==> src/pkg/crsq_pkg.sv <==
// Package: constants for the CPU special-operation sequencer
package crsq_pkg;
    // Vector addresses
    localparam logic [15:0] RESET_VEC_HI_ADDR = 16'hFFFE;
    localparam logic [15:0] RESET_VEC_LO_ADDR = 16'hFFFF;
    localparam logic [15:0] WORD_STEP         = 16'h0001;
    // Condition flag bit positions
    localparam int FLAG_V = 7;
    localparam int FLAG_H = 4;
    localparam int FLAG_I = 3;
    localparam int FLAG_N = 2;
    localparam int FLAG_Z = 1;
    localparam int FLAG_C = 0;
    localparam logic [7:0] FLAGS_RESET = 8'h08;
    // Sequence lengths
    localparam int RESET_SEQ_CYCLES = 6;
    localparam int QUEUE_FILL_BYTES = 3;
    localparam int STACK_BYTES      = 5;
    localparam int NUM_IRQ          = 8;
    // Host debug command codes
    localparam logic [1:0] CMD_OTHER  = 2'h0;
    localparam logic [1:0] CMD_GO     = 2'h1;
    localparam logic [1:0] CMD_TRACE  = 2'h2;
    localparam logic [1:0] CMD_TAGGED_GO = 2'h3;
    // Sequencer states, one-hot
    typedef enum logic [11:0] {
        ST_RESET  = 12'h001,
        ST_RVEC   = 12'h002,
        ST_RUN    = 12'h004,
        ST_PUSH   = 12'h008,
        ST_SETI   = 12'h010,
        ST_VECHI  = 12'h020,
        ST_VECLO  = 12'h040,
        ST_FREE   = 12'h080,
        ST_FILL   = 12'h100,
        ST_WAIT   = 12'h200,
        ST_STOP   = 12'h400,
        ST_BDM    = 12'h800
    } crsq_state_e;
endpackage

==> src/logic/crsq_carry.sv <==
// 8-bit add/subtract with carry and borrow out
`timescale 1ns/1ps
`default_nettype none
module crsq_carry (
    input  wire logic [7:0] a,
    input  wire logic [7:0] b,
    input  wire logic       sub,
    output logic [7:0]      res,
    output logic            carry
);
    logic [8:0] wide;
    always_comb begin
        if (sub) begin
            wide = {1'b0, a} - {1'b0, b};
        end else begin
            wide = {1'b0, a} + {1'b0, b};
        end
        res   = wide[7:0];
        carry = wide[8];
    end
endmodule
`default_nettype wire

==> src/logic/crsq_prio.sv <==
// Fixed-priority pending interrupt selector, lowest index highest priority
`timescale 1ns/1ps
`default_nettype none
module crsq_prio #(
    parameter int N = 8
) (
    input  wire logic [N-1:0]         req,
    output logic                      any,
    output logic [$clog2(N)-1:0]      idx
);
    if (N < 2) begin : g_bad_n
        $error("crsq_prio: N must be at least 2");
    end
    always_comb begin
        any = |req;
        idx = '0;
        for (int i = N - 1; i >= 0; i--) begin
            if (req[i]) begin
                idx = i[$clog2(N)-1:0];
            end
        end
    end
endmodule
`default_nettype wire

==> src/logic/crsq_seq.sv <==
// Reset, interrupt, low-power and debug-entry sequencer of the CPU
// Behaviour
// - Reset aborts current instruction immediately
// - Reset ends after source check and pin release
// - Six-cycle reset vector fetch, high byte first
// - Interrupts taken only at instruction boundary
// - Vector from highest pending at entry start
// - Push PC low, PC high, X, A, flags
// - Set mask after flags pushed
// - Vector high, low, idle, three queue fetches
// - Upper index byte never stacked
// - Software trap ignores the interrupt mask
// - Wait clears mask, stops clocks, wakes normally
// - Debug command in wait enters background
// - Stop may keep periodic wake clock running
// - Debug enable keeps oscillator on in stop
// - Debug command in stop enters background; the code does so only while debug enable is set
// - Debug instruction halts; go, trace, tagged-go resume
// - Breakpoint opcode forces background state
// - Flag bits V7 H4 I3 N2 Z1 C0
// - Carry from bit 7 or borrow
// - 16-bit values stored big-endian
`timescale 1ns/1ps
`default_nettype none
module crsq_seq
    import crsq_pkg::*;
#(
    parameter int NIRQ = NUM_IRQ
) (
    // Clock and reset
    input  wire logic             CLK,
    input  wire logic             RESET,
    // Reset sources
    input  wire logic             RESET_PIN_N,
    input  wire logic             SOURCE_CHECK_DONE,
    // Instruction boundary events from the core
    input  wire logic             INSN_BOUNDARY,
    input  wire logic             SOFTWARE_TRAP_INSTRUCTION,
    input  wire logic             DEBUG_ENTRY_INSTRUCTION,
    input  wire logic             WAIT_INSTRUCTION,
    input  wire logic             STOP_INSTRUCTION,
    input  wire logic             STOP_KEEP_CLOCKS,
    input  wire logic             PERIODIC_WAKE,
    // Interrupt requests and their vectors
    input  wire logic [NIRQ-1:0]  IRQ_REQ,
    input  wire logic [15:0]      TRAP_VEC_ADDR,
    input  wire logic [15:0]      IRQ_VEC_BASE,
    // Core register values to stack
    input  wire logic [15:0]      PROG_COUNTER,
    input  wire logic [7:0]       INDEX_LOW,
    input  wire logic [7:0]       ACCUM,
    input  wire logic [7:0]       CONDITION_FLAGS_IN,
    input  wire logic [15:0]      STACK_PTR_IN,
    // Flag update from arithmetic
    input  wire logic             ALU_EN,
    input  wire logic             ALU_SUB,
    input  wire logic [7:0]       ALU_A,
    input  wire logic [7:0]       ALU_B,
    // Debug controller
    input  wire logic             DEBUG_CMD_VALID,
    input  wire logic [1:0]       DEBUG_CMD,
    input  wire logic             DEBUG_ENABLE_SET,
    // Memory bus
    output logic [15:0]           BUS_ADDR,
    output logic [7:0]            BUS_WDATA,
    output logic                  BUS_WRITE,
    output logic                  BUS_READ,
    input  wire logic [7:0]       BUS_RDATA,
    // Status
    output logic [15:0]           NEW_PC,
    output logic [15:0]           STACK_PTR,
    output logic [7:0]            CONDITION_FLAGS,
    output logic                  CPU_CLK_EN,
    output logic                  OSC_KEEP_ON,
    output logic                  ACTIVE_BACKGROUND,
    output logic                  RUNNING,
    output logic                  DEBUG_ENABLE_BIT
);
    localparam int IW = $clog2(NIRQ);
    if (NIRQ < 2 || NIRQ > 64) begin : g_bad_nirq
        $error("crsq_seq: NIRQ out of range");
    end

    // ----------------------------------------------------------------
    // Priority and carry helpers
    // ----------------------------------------------------------------
    logic          irq_any;
    logic [IW-1:0] irq_idx;
    logic          alu_carry;

    crsq_prio #(.N(NIRQ)) u_prio (
        .req (IRQ_REQ),
        .any (irq_any),
        .idx (irq_idx)
    );
    crsq_carry u_carry (
        .a     (ALU_A),
        .b     (ALU_B),
        .sub   (ALU_SUB),
        .res   (),
        .carry (alu_carry)
    );

    // ----------------------------------------------------------------
    // Sequencer
    // ----------------------------------------------------------------
    crsq_state_e state_q, state_d;
    logic [2:0]  cnt_q, cnt_d;
    logic [15:0] vec_q, vec_d;
    logic [15:0] pc_q, pc_d;
    logic [15:0] sp_q, sp_d;
    logic [7:0]  flags_q, flags_d;
    logic [7:0]  snap_q [STACK_BYTES];
    logic [7:0]  snap_d [STACK_BYTES];
    logic        dbg_en_q, dbg_en_d;
    logic [15:0] addr_q, addr_d;
    logic [7:0]  wdata_q, wdata_d;
    logic        wr_q, wr_d, rd_q, rd_d;
    logic        clken_q, clken_d;
    logic        irq_ok;

    // Trap is never masked; hardware requests obey the mask
    assign irq_ok = irq_any && !flags_q[FLAG_I];

    always_comb begin
        state_d  = state_q;
        cnt_d    = cnt_q;
        vec_d    = vec_q;
        pc_d     = pc_q;
        sp_d     = sp_q;
        flags_d  = flags_q;
        snap_d   = snap_q;
        dbg_en_d = dbg_en_q || DEBUG_ENABLE_SET;
        addr_d   = addr_q;
        wdata_d  = 8'h00;
        wr_d     = 1'b0;
        rd_d     = 1'b0;
        clken_d  = 1'b1;
        if (ALU_EN && state_q == ST_RUN) begin
            flags_d[FLAG_C] = alu_carry;
        end
        case (state_q)
            ST_RESET: begin
                cnt_d = '0;
                if (SOURCE_CHECK_DONE && RESET_PIN_N) begin
                    state_d = ST_RVEC;
                end
            end
            ST_RVEC: begin
                cnt_d = cnt_q + 3'd1;
                case (cnt_q)
                    3'd0: begin
                        addr_d = RESET_VEC_HI_ADDR;
                        rd_d   = 1'b1;
                    end
                    3'd1: begin
                        addr_d = RESET_VEC_LO_ADDR;
                        rd_d   = 1'b1;
                    end
                    default: begin
                        rd_d = (cnt_q > 3'd2);
                    end
                endcase
                // Registered memory: data stand the cycle after the address
                if (cnt_q == 3'd2) pc_d[15:8] = BUS_RDATA;
                if (cnt_q == 3'd3) begin
                    pc_d[7:0] = BUS_RDATA;
                    addr_d    = {pc_q[15:8], BUS_RDATA};
                end
                if (cnt_q > 3'd3) addr_d = addr_q + WORD_STEP;
                if (cnt_q == 3'd5) begin
                    state_d = dbg_en_q ? ST_BDM : ST_RUN;
                    cnt_d   = '0;
                end
            end
            ST_RUN: begin
                if (INSN_BOUNDARY) begin
                    snap_d[0] = PROG_COUNTER[7:0];
                    snap_d[1] = PROG_COUNTER[15:8];
                    snap_d[2] = INDEX_LOW;
                    snap_d[3] = ACCUM;
                    snap_d[4] = CONDITION_FLAGS_IN;
                    flags_d   = CONDITION_FLAGS_IN;
                    sp_d      = STACK_PTR_IN;
                    cnt_d     = '0;
                    if (DEBUG_ENTRY_INSTRUCTION) begin
                        state_d = ST_BDM;
                    end else if (SOFTWARE_TRAP_INSTRUCTION) begin
                        vec_d   = TRAP_VEC_ADDR;
                        state_d = ST_PUSH;
                    end else if (irq_ok) begin
                        vec_d   = IRQ_VEC_BASE - {{(15-IW){1'b0}}, irq_idx, 1'b0};
                        state_d = ST_PUSH;
                    end else if (WAIT_INSTRUCTION) begin
                        flags_d[FLAG_I] = 1'b0;
                        state_d = ST_WAIT;
                    end else if (STOP_INSTRUCTION) begin
                        state_d = ST_STOP;
                    end
                end
            end
            ST_PUSH: begin
                addr_d  = sp_q;
                wdata_d = snap_q[cnt_q];
                wr_d    = 1'b1;
                sp_d    = sp_q - WORD_STEP;
                cnt_d   = cnt_q + 3'd1;
                if (cnt_q == 3'(STACK_BYTES - 1)) state_d = ST_SETI;
            end
            ST_SETI: begin
                flags_d[FLAG_I] = 1'b1;
                state_d = ST_VECHI;
            end
            ST_VECHI: begin
                addr_d  = vec_q;
                rd_d    = 1'b1;
                state_d = ST_VECLO;
            end
            ST_VECLO: begin
                addr_d  = vec_q + WORD_STEP;
                rd_d    = 1'b1;
                state_d = ST_FREE;
            end
            ST_FREE: begin
                pc_d[15:8] = BUS_RDATA;
                state_d    = ST_FILL;
                cnt_d      = '0;
            end
            ST_FILL: begin
                if (cnt_q == 3'd0) begin
                    pc_d[7:0] = BUS_RDATA;
                    addr_d    = {pc_q[15:8], BUS_RDATA};
                end else begin
                    addr_d = addr_q + WORD_STEP;
                end
                rd_d  = 1'b1;
                cnt_d = cnt_q + 3'd1;
                if (cnt_q == 3'(QUEUE_FILL_BYTES - 1)) state_d = ST_RUN;
            end
            ST_WAIT: begin
                clken_d = 1'b0;
                if (DEBUG_CMD_VALID) begin
                    state_d = ST_BDM;
                end else if (irq_any) begin
                    // Wait already ended its instruction: enter at once
                    snap_d[4] = flags_q;
                    vec_d     = IRQ_VEC_BASE - {{(15-IW){1'b0}}, irq_idx, 1'b0};
                    cnt_d     = '0;
                    state_d   = ST_PUSH;
                end
            end
            ST_STOP: begin
                clken_d = 1'b0;
                if (DEBUG_CMD_VALID && dbg_en_q) begin
                    state_d = ST_BDM;
                end else if (irq_any || (STOP_KEEP_CLOCKS && PERIODIC_WAKE)) begin
                    state_d = ST_RUN;
                end
            end
            ST_BDM: begin
                if (DEBUG_CMD_VALID && DEBUG_CMD != CMD_OTHER) begin
                    state_d = ST_RUN;
                end
            end
            default: begin
                state_d = ST_RESET;
            end
        endcase
        if (wr_d || rd_d) clken_d = 1'b1;
    end

    always_ff @(posedge CLK) begin
        if (RESET) begin
            state_q  <= ST_RESET;
            cnt_q    <= '0;
            vec_q    <= '0;
            pc_q     <= '0;
            sp_q     <= '0;
            flags_q  <= FLAGS_RESET;
            for (int i = 0; i < STACK_BYTES; i++) snap_q[i] <= 8'h00;
            dbg_en_q <= 1'b0;
            addr_q   <= '0;
            wdata_q  <= 8'h00;
            wr_q     <= 1'b0;
            rd_q     <= 1'b0;
            clken_q  <= 1'b1;
        end else begin
            state_q  <= state_d;
            cnt_q    <= cnt_d;
            vec_q    <= vec_d;
            pc_q     <= pc_d;
            sp_q     <= sp_d;
            flags_q  <= flags_d;
            snap_q   <= snap_d;
            dbg_en_q <= dbg_en_d;
            addr_q   <= addr_d;
            wdata_q  <= wdata_d;
            wr_q     <= wr_d;
            rd_q     <= rd_d;
            clken_q  <= clken_d;
        end
    end

    // ----------------------------------------------------------------
    // Outputs, all registered
    // ----------------------------------------------------------------
    logic osc_q, bdm_q, run_q;
    always_ff @(posedge CLK) begin
        if (RESET) begin
            osc_q <= 1'b0;
            bdm_q <= 1'b0;
            run_q <= 1'b0;
        end else begin
            osc_q <= (state_d != ST_STOP) || dbg_en_d || STOP_KEEP_CLOCKS;
            bdm_q <= (state_d == ST_BDM);
            run_q <= (state_d == ST_RUN);
        end
    end

    assign BUS_ADDR          = addr_q;
    assign BUS_WDATA         = wdata_q;
    assign BUS_WRITE         = wr_q;
    assign BUS_READ          = rd_q;
    assign NEW_PC            = pc_q;
    assign STACK_PTR         = sp_q;
    assign CONDITION_FLAGS   = flags_q;
    assign CPU_CLK_EN        = clken_q;
    assign OSC_KEEP_ON       = osc_q;
    assign ACTIVE_BACKGROUND = bdm_q;
    assign RUNNING           = run_q;
    assign DEBUG_ENABLE_BIT  = dbg_en_q;
endmodule
`default_nettype wire

==> config.mk <==
export PLATFORM = sky130hd
export DESIGN_NAME = crsq_seq
export DESIGN_NICKNAME = d
export VERILOG_FILES = /design/src/pkg/crsq_pkg.sv /design/src/logic/crsq_carry.sv /design/src/logic/crsq_prio.sv /design/src/logic/crsq_seq.sv
export SDC_FILE = /design/constraint.sdc
export NUM_CORES = 1
export LEC_CHECK = 0
export BUFFER_PORTS_ARGS = -buffer_cell sky130_fd_sc_hd__buf_4
export CAP_MARGIN = 10
export CORE_ASPECT_RATIO = 2
export CORE_MARGIN = 2
export CORE_UTILIZATION = 30
export DETAILED_ROUTE_END_ITERATION = 12
export MAX_ROUTING_LAYER = met4
export PLACE_DENSITY_LB_ADDON = 0.05
export SYNTH_ARGS = -nofsm -noshare
export SYNTH_HDL_FRONTEND = slang
export SYNTH_SLANG_ARGS = --single-unit
==> constraint.sdc <==
create_clock -name CLK -period 2.4 [get_ports CLK]
set_input_delay 0.24 -clock CLK [delete_from_list [all_inputs] [get_ports CLK]]
set_output_delay 0.24 -clock CLK [all_outputs]
set_load 0.05 [all_outputs]
==> results.yml <==
run_status:
  status: "finished, final reports clean"
worst_setup_path:
  worstPathMaxFanout: 8
  cp_slowest_cell: "or4_4"
  worstSetupPathType: "reg2reg"
  slowest_delay_ps: 570
  path_cells: "or4_4 > buf_6 > or4_4 > buf_6 > nor3_4 > buf_12 > nor2_1 > a211oi_1"
  startpoint_type: "flip-flop"
  cp.arrival_ps: 2730
  required_ps: 2760
  crit_path_end_kind: "flip-flop"
finish:
  nNetsFinal: 1562
  seqCellArea_um2: 2850
  drive_gt1_share_pct: 35.3
  antenna_cells: 0
  multiInputGateArea_um2: 5530
  n_fill_cell: 2905
  area_growth_pct: 46.8
  fin_cells: 1774
floorplan:
  ios: 208
  core_um2: 28200
  dieArea_um2: 30100
  die_w_um: 124
  fp.dieH_um: 243
  start_util_pct: 30.5
  rows: 87
place:
  io_buffers: 207
  place_congestion: 0.974
  dp.cells: 1724
  hpwl_um: 29100
cts:
  cts_buffers: 17
  htreeDepth: 4
  clock_latency_ps: 450
  cts_tree: "built"
  clockRootBuffer: "clkbuf_16"
  clk_pin_slew_ps: 60
  clockBufferDepth: 2
  clock_sinks: 142
route:
  ant_nets: 0
  detail_route.wl_per_cell_um: 20.6
  drt-total-wl_um: 36600
  drtIter0Drc: 573
  vias: 9400
  drt_pass1_iterations: 8
  post-route-drc-count: 0
  via_per_inst: 5.30
yosys:
  yosysTopAreaCell: "dfxtp_1"
  ys_seq_elements: 142
  syn_area_um2: 8590
  ys_types: 84
  syn_nets: 1228
  synth_edf_count: 0
  syn_avg_cell_area_um2: 8.02
  ys_top_cells_by_count: "dfxtp_1, nand2_1, nor2_1, a21oi_1, o21ai_0"
  postSynthCellCount: 1071
  synth_top_area_share_pct: 33.1
  synth-main-ff-cell: "dfxtp_1"
  synth.most_common_cell: "dfxtp_1"
  synthArstFlopShare_pct: 0
  synth_area_leaders: "dfxtp_1, nand2_1, nor2_1"
  synth_seq_area_share_pct: 33.1
  yosysWarningCount: 0
global_routing:
  grt_pass1_vias: 9469
  grt_overflow_total: 0
  grtUsageTotal_pct: 25.2
  grt_first_pass_wirelength_um: 54400
  antenna_found_initial: 0
  grt_max_degree: 82
sta:
  max_clock_freq_mhz: 423
  skew_ps: 11.0
  setup_viol_count_final: 0
  hold_violations: 0
  final.min_clock_period_ps: 2370
  rsz0062_at_grt: "true"
  worst_slew_pin_slew_ps: 820
  hold_ws_ps: 36.3
  slew_violations: 0
  slew_headroom_pct: 44.9
  min_period_over_period_pct: 98.6
pwr:
  peakVddDrop_uv: 589
  power.total_mw: 6.08
  p_per_area_nw_per_um2: 482
  p_leak_nw: 5.06
job:
  drv_cap: 0
min_path:
  hp-class: "in2reg"
==> power breakdown <==
group / internal, mW / total [mW] / switching [mW]
Clock: 1.74 / 2.86 / 1.12
Combinational: 0.392 / 0.822 / 0.430
Sequential: 2.37 / 2.40 / 0.0212
Total: 4.50 / 6.08 / 1.57
==> worst paths after layout <==
check / from / to / slack (ps) / depth (start not counted)
min reg2reg: snap_q[10] / snap_q[10] / 450 / 2
max: state_q[7] / snap_q[2] / 30 / 8
max reg2reg: state_q[7] / snap_q[2] / 30 / 8
min: PROG_COUNTER[14] / snap_q[30] / 40 / 3
==> flip-flops by register name (all words and copies together), names as in the netlist, 3 cells and up <==
name             cells
cnt_q                3
BUS_ADDR            16
CONDITION_FLAGS      8
NEW_PC              16
STACK_PTR           16
state_q             12
vec_q               16
BUS_WDATA            8
snap_q              40
==> timing repair <==
item,CTS,global route
setup endpoints to repair,35,58
resized for setup,16,43
pin swaps,7,29
cloned,0,1
hold buffers,2,0
setup buffers,6,10
endpoints found under the hold margin,2,0
==> through the flow <==
step / worst slack, ps / area (um^2) / setup TNS (ps) / utilization, %
6_report: 34.4 / 12600 / 0 / 44.7
5_1_grt: -27.6 / 12600 / -132 / 44.7
4_1_cts: -4.15 / 12300 / -4.15 / 43.8
3_5_place_dp: -149 / 11500 / -1760 / 40.9
3_3_place_gp: -152 / 11500 / -1090 / 40.9
2_1_floorplan: -5.59 / 8600 / -5.59 / -
==> cell usage in the layout, fill, tap and decap left out, types with 8 or more instances in the layout <==
cell / netlist / final
a211oi_1: 24 / 21
a21oi_1: 95 / 93
a22oi_1: 14 / 13
a2bb2oi_1: 8 / 8
a31oi_1: 10 / 10
and3_1: 8 / 8
buf_12: 0 / 9
buf_4: 4 / 361
buf_6: 5 / 11
clkbuf_16: 0 / 18
dfxtp_1: 142 / 136
ha_1: 19 / 19
inv_1: 25 / 25
mux2i_1: 38 / 36
mux4_2: 8 / 8
nand2_1: 140 / 139
nand3_1: 34 / 32
nand4_1: 13 / 13
nor2_1: 132 / 129
nor3_1: 31 / 30
nor4_1: 15 / 13
o211ai_1: 9 / 9
o21ai_0: 42 / 40
or3_1: 11 / 8
xnor2_1: 24 / 24
xor2_1: 19 / 19
==> cells by family after synthesis <==
family / count (synthesis) / synth area share (%)
mux: 47 / 6.66
simple gates: 446 / 25.9
fa+ha+maj: 20 / 3.00
flops: 142 / 33.1
compound gates: 278 / 21.8
xor+xnor: 43 / 4.39
buf+inv: 95 / 5.14
==> area by class of cell <==
| cell class | count | area share (%) |
|---|---|---|
| Sequential cell | 142 | 22.6 |
| Clock inverter | 14 | 1.52 |
| Clock buffer | 18 | 3.40 |
| Inverter | 26 | 0.774 |
| Timing Repair Buffer | 384 | 24.3 |
| Multi-Input combinational cell | 834 | 43.9 |
| Tap cell | 356 | 3.53 |
==> routing by layer <==
| metal | wire length, um | GRT usage [%] | vias up |
|---|---|---|---|
| met5 | 0 | - | - |
| met2 | 20800 | 47.3 | 253 |
| met4 | 2370 | 14.8 | 0 |
| li1 | - | - | 4576 |
| met3 | 1200 | 3.82 | 100 |
| met1 | 12300 | 23.2 | 4471 |
==> worst max-delay path, delay by kind of cell (launching register included) <==
kind / cells / cell delay, ps
flip-flops: 1 / 310
AO/OA/AOI/OAI: 1 / 180
buffers and inverters: 3 / 450
AND/OR/NAND/NOR: 4 / 1340
No activity file was read; power rests on OpenSTA's default activity.
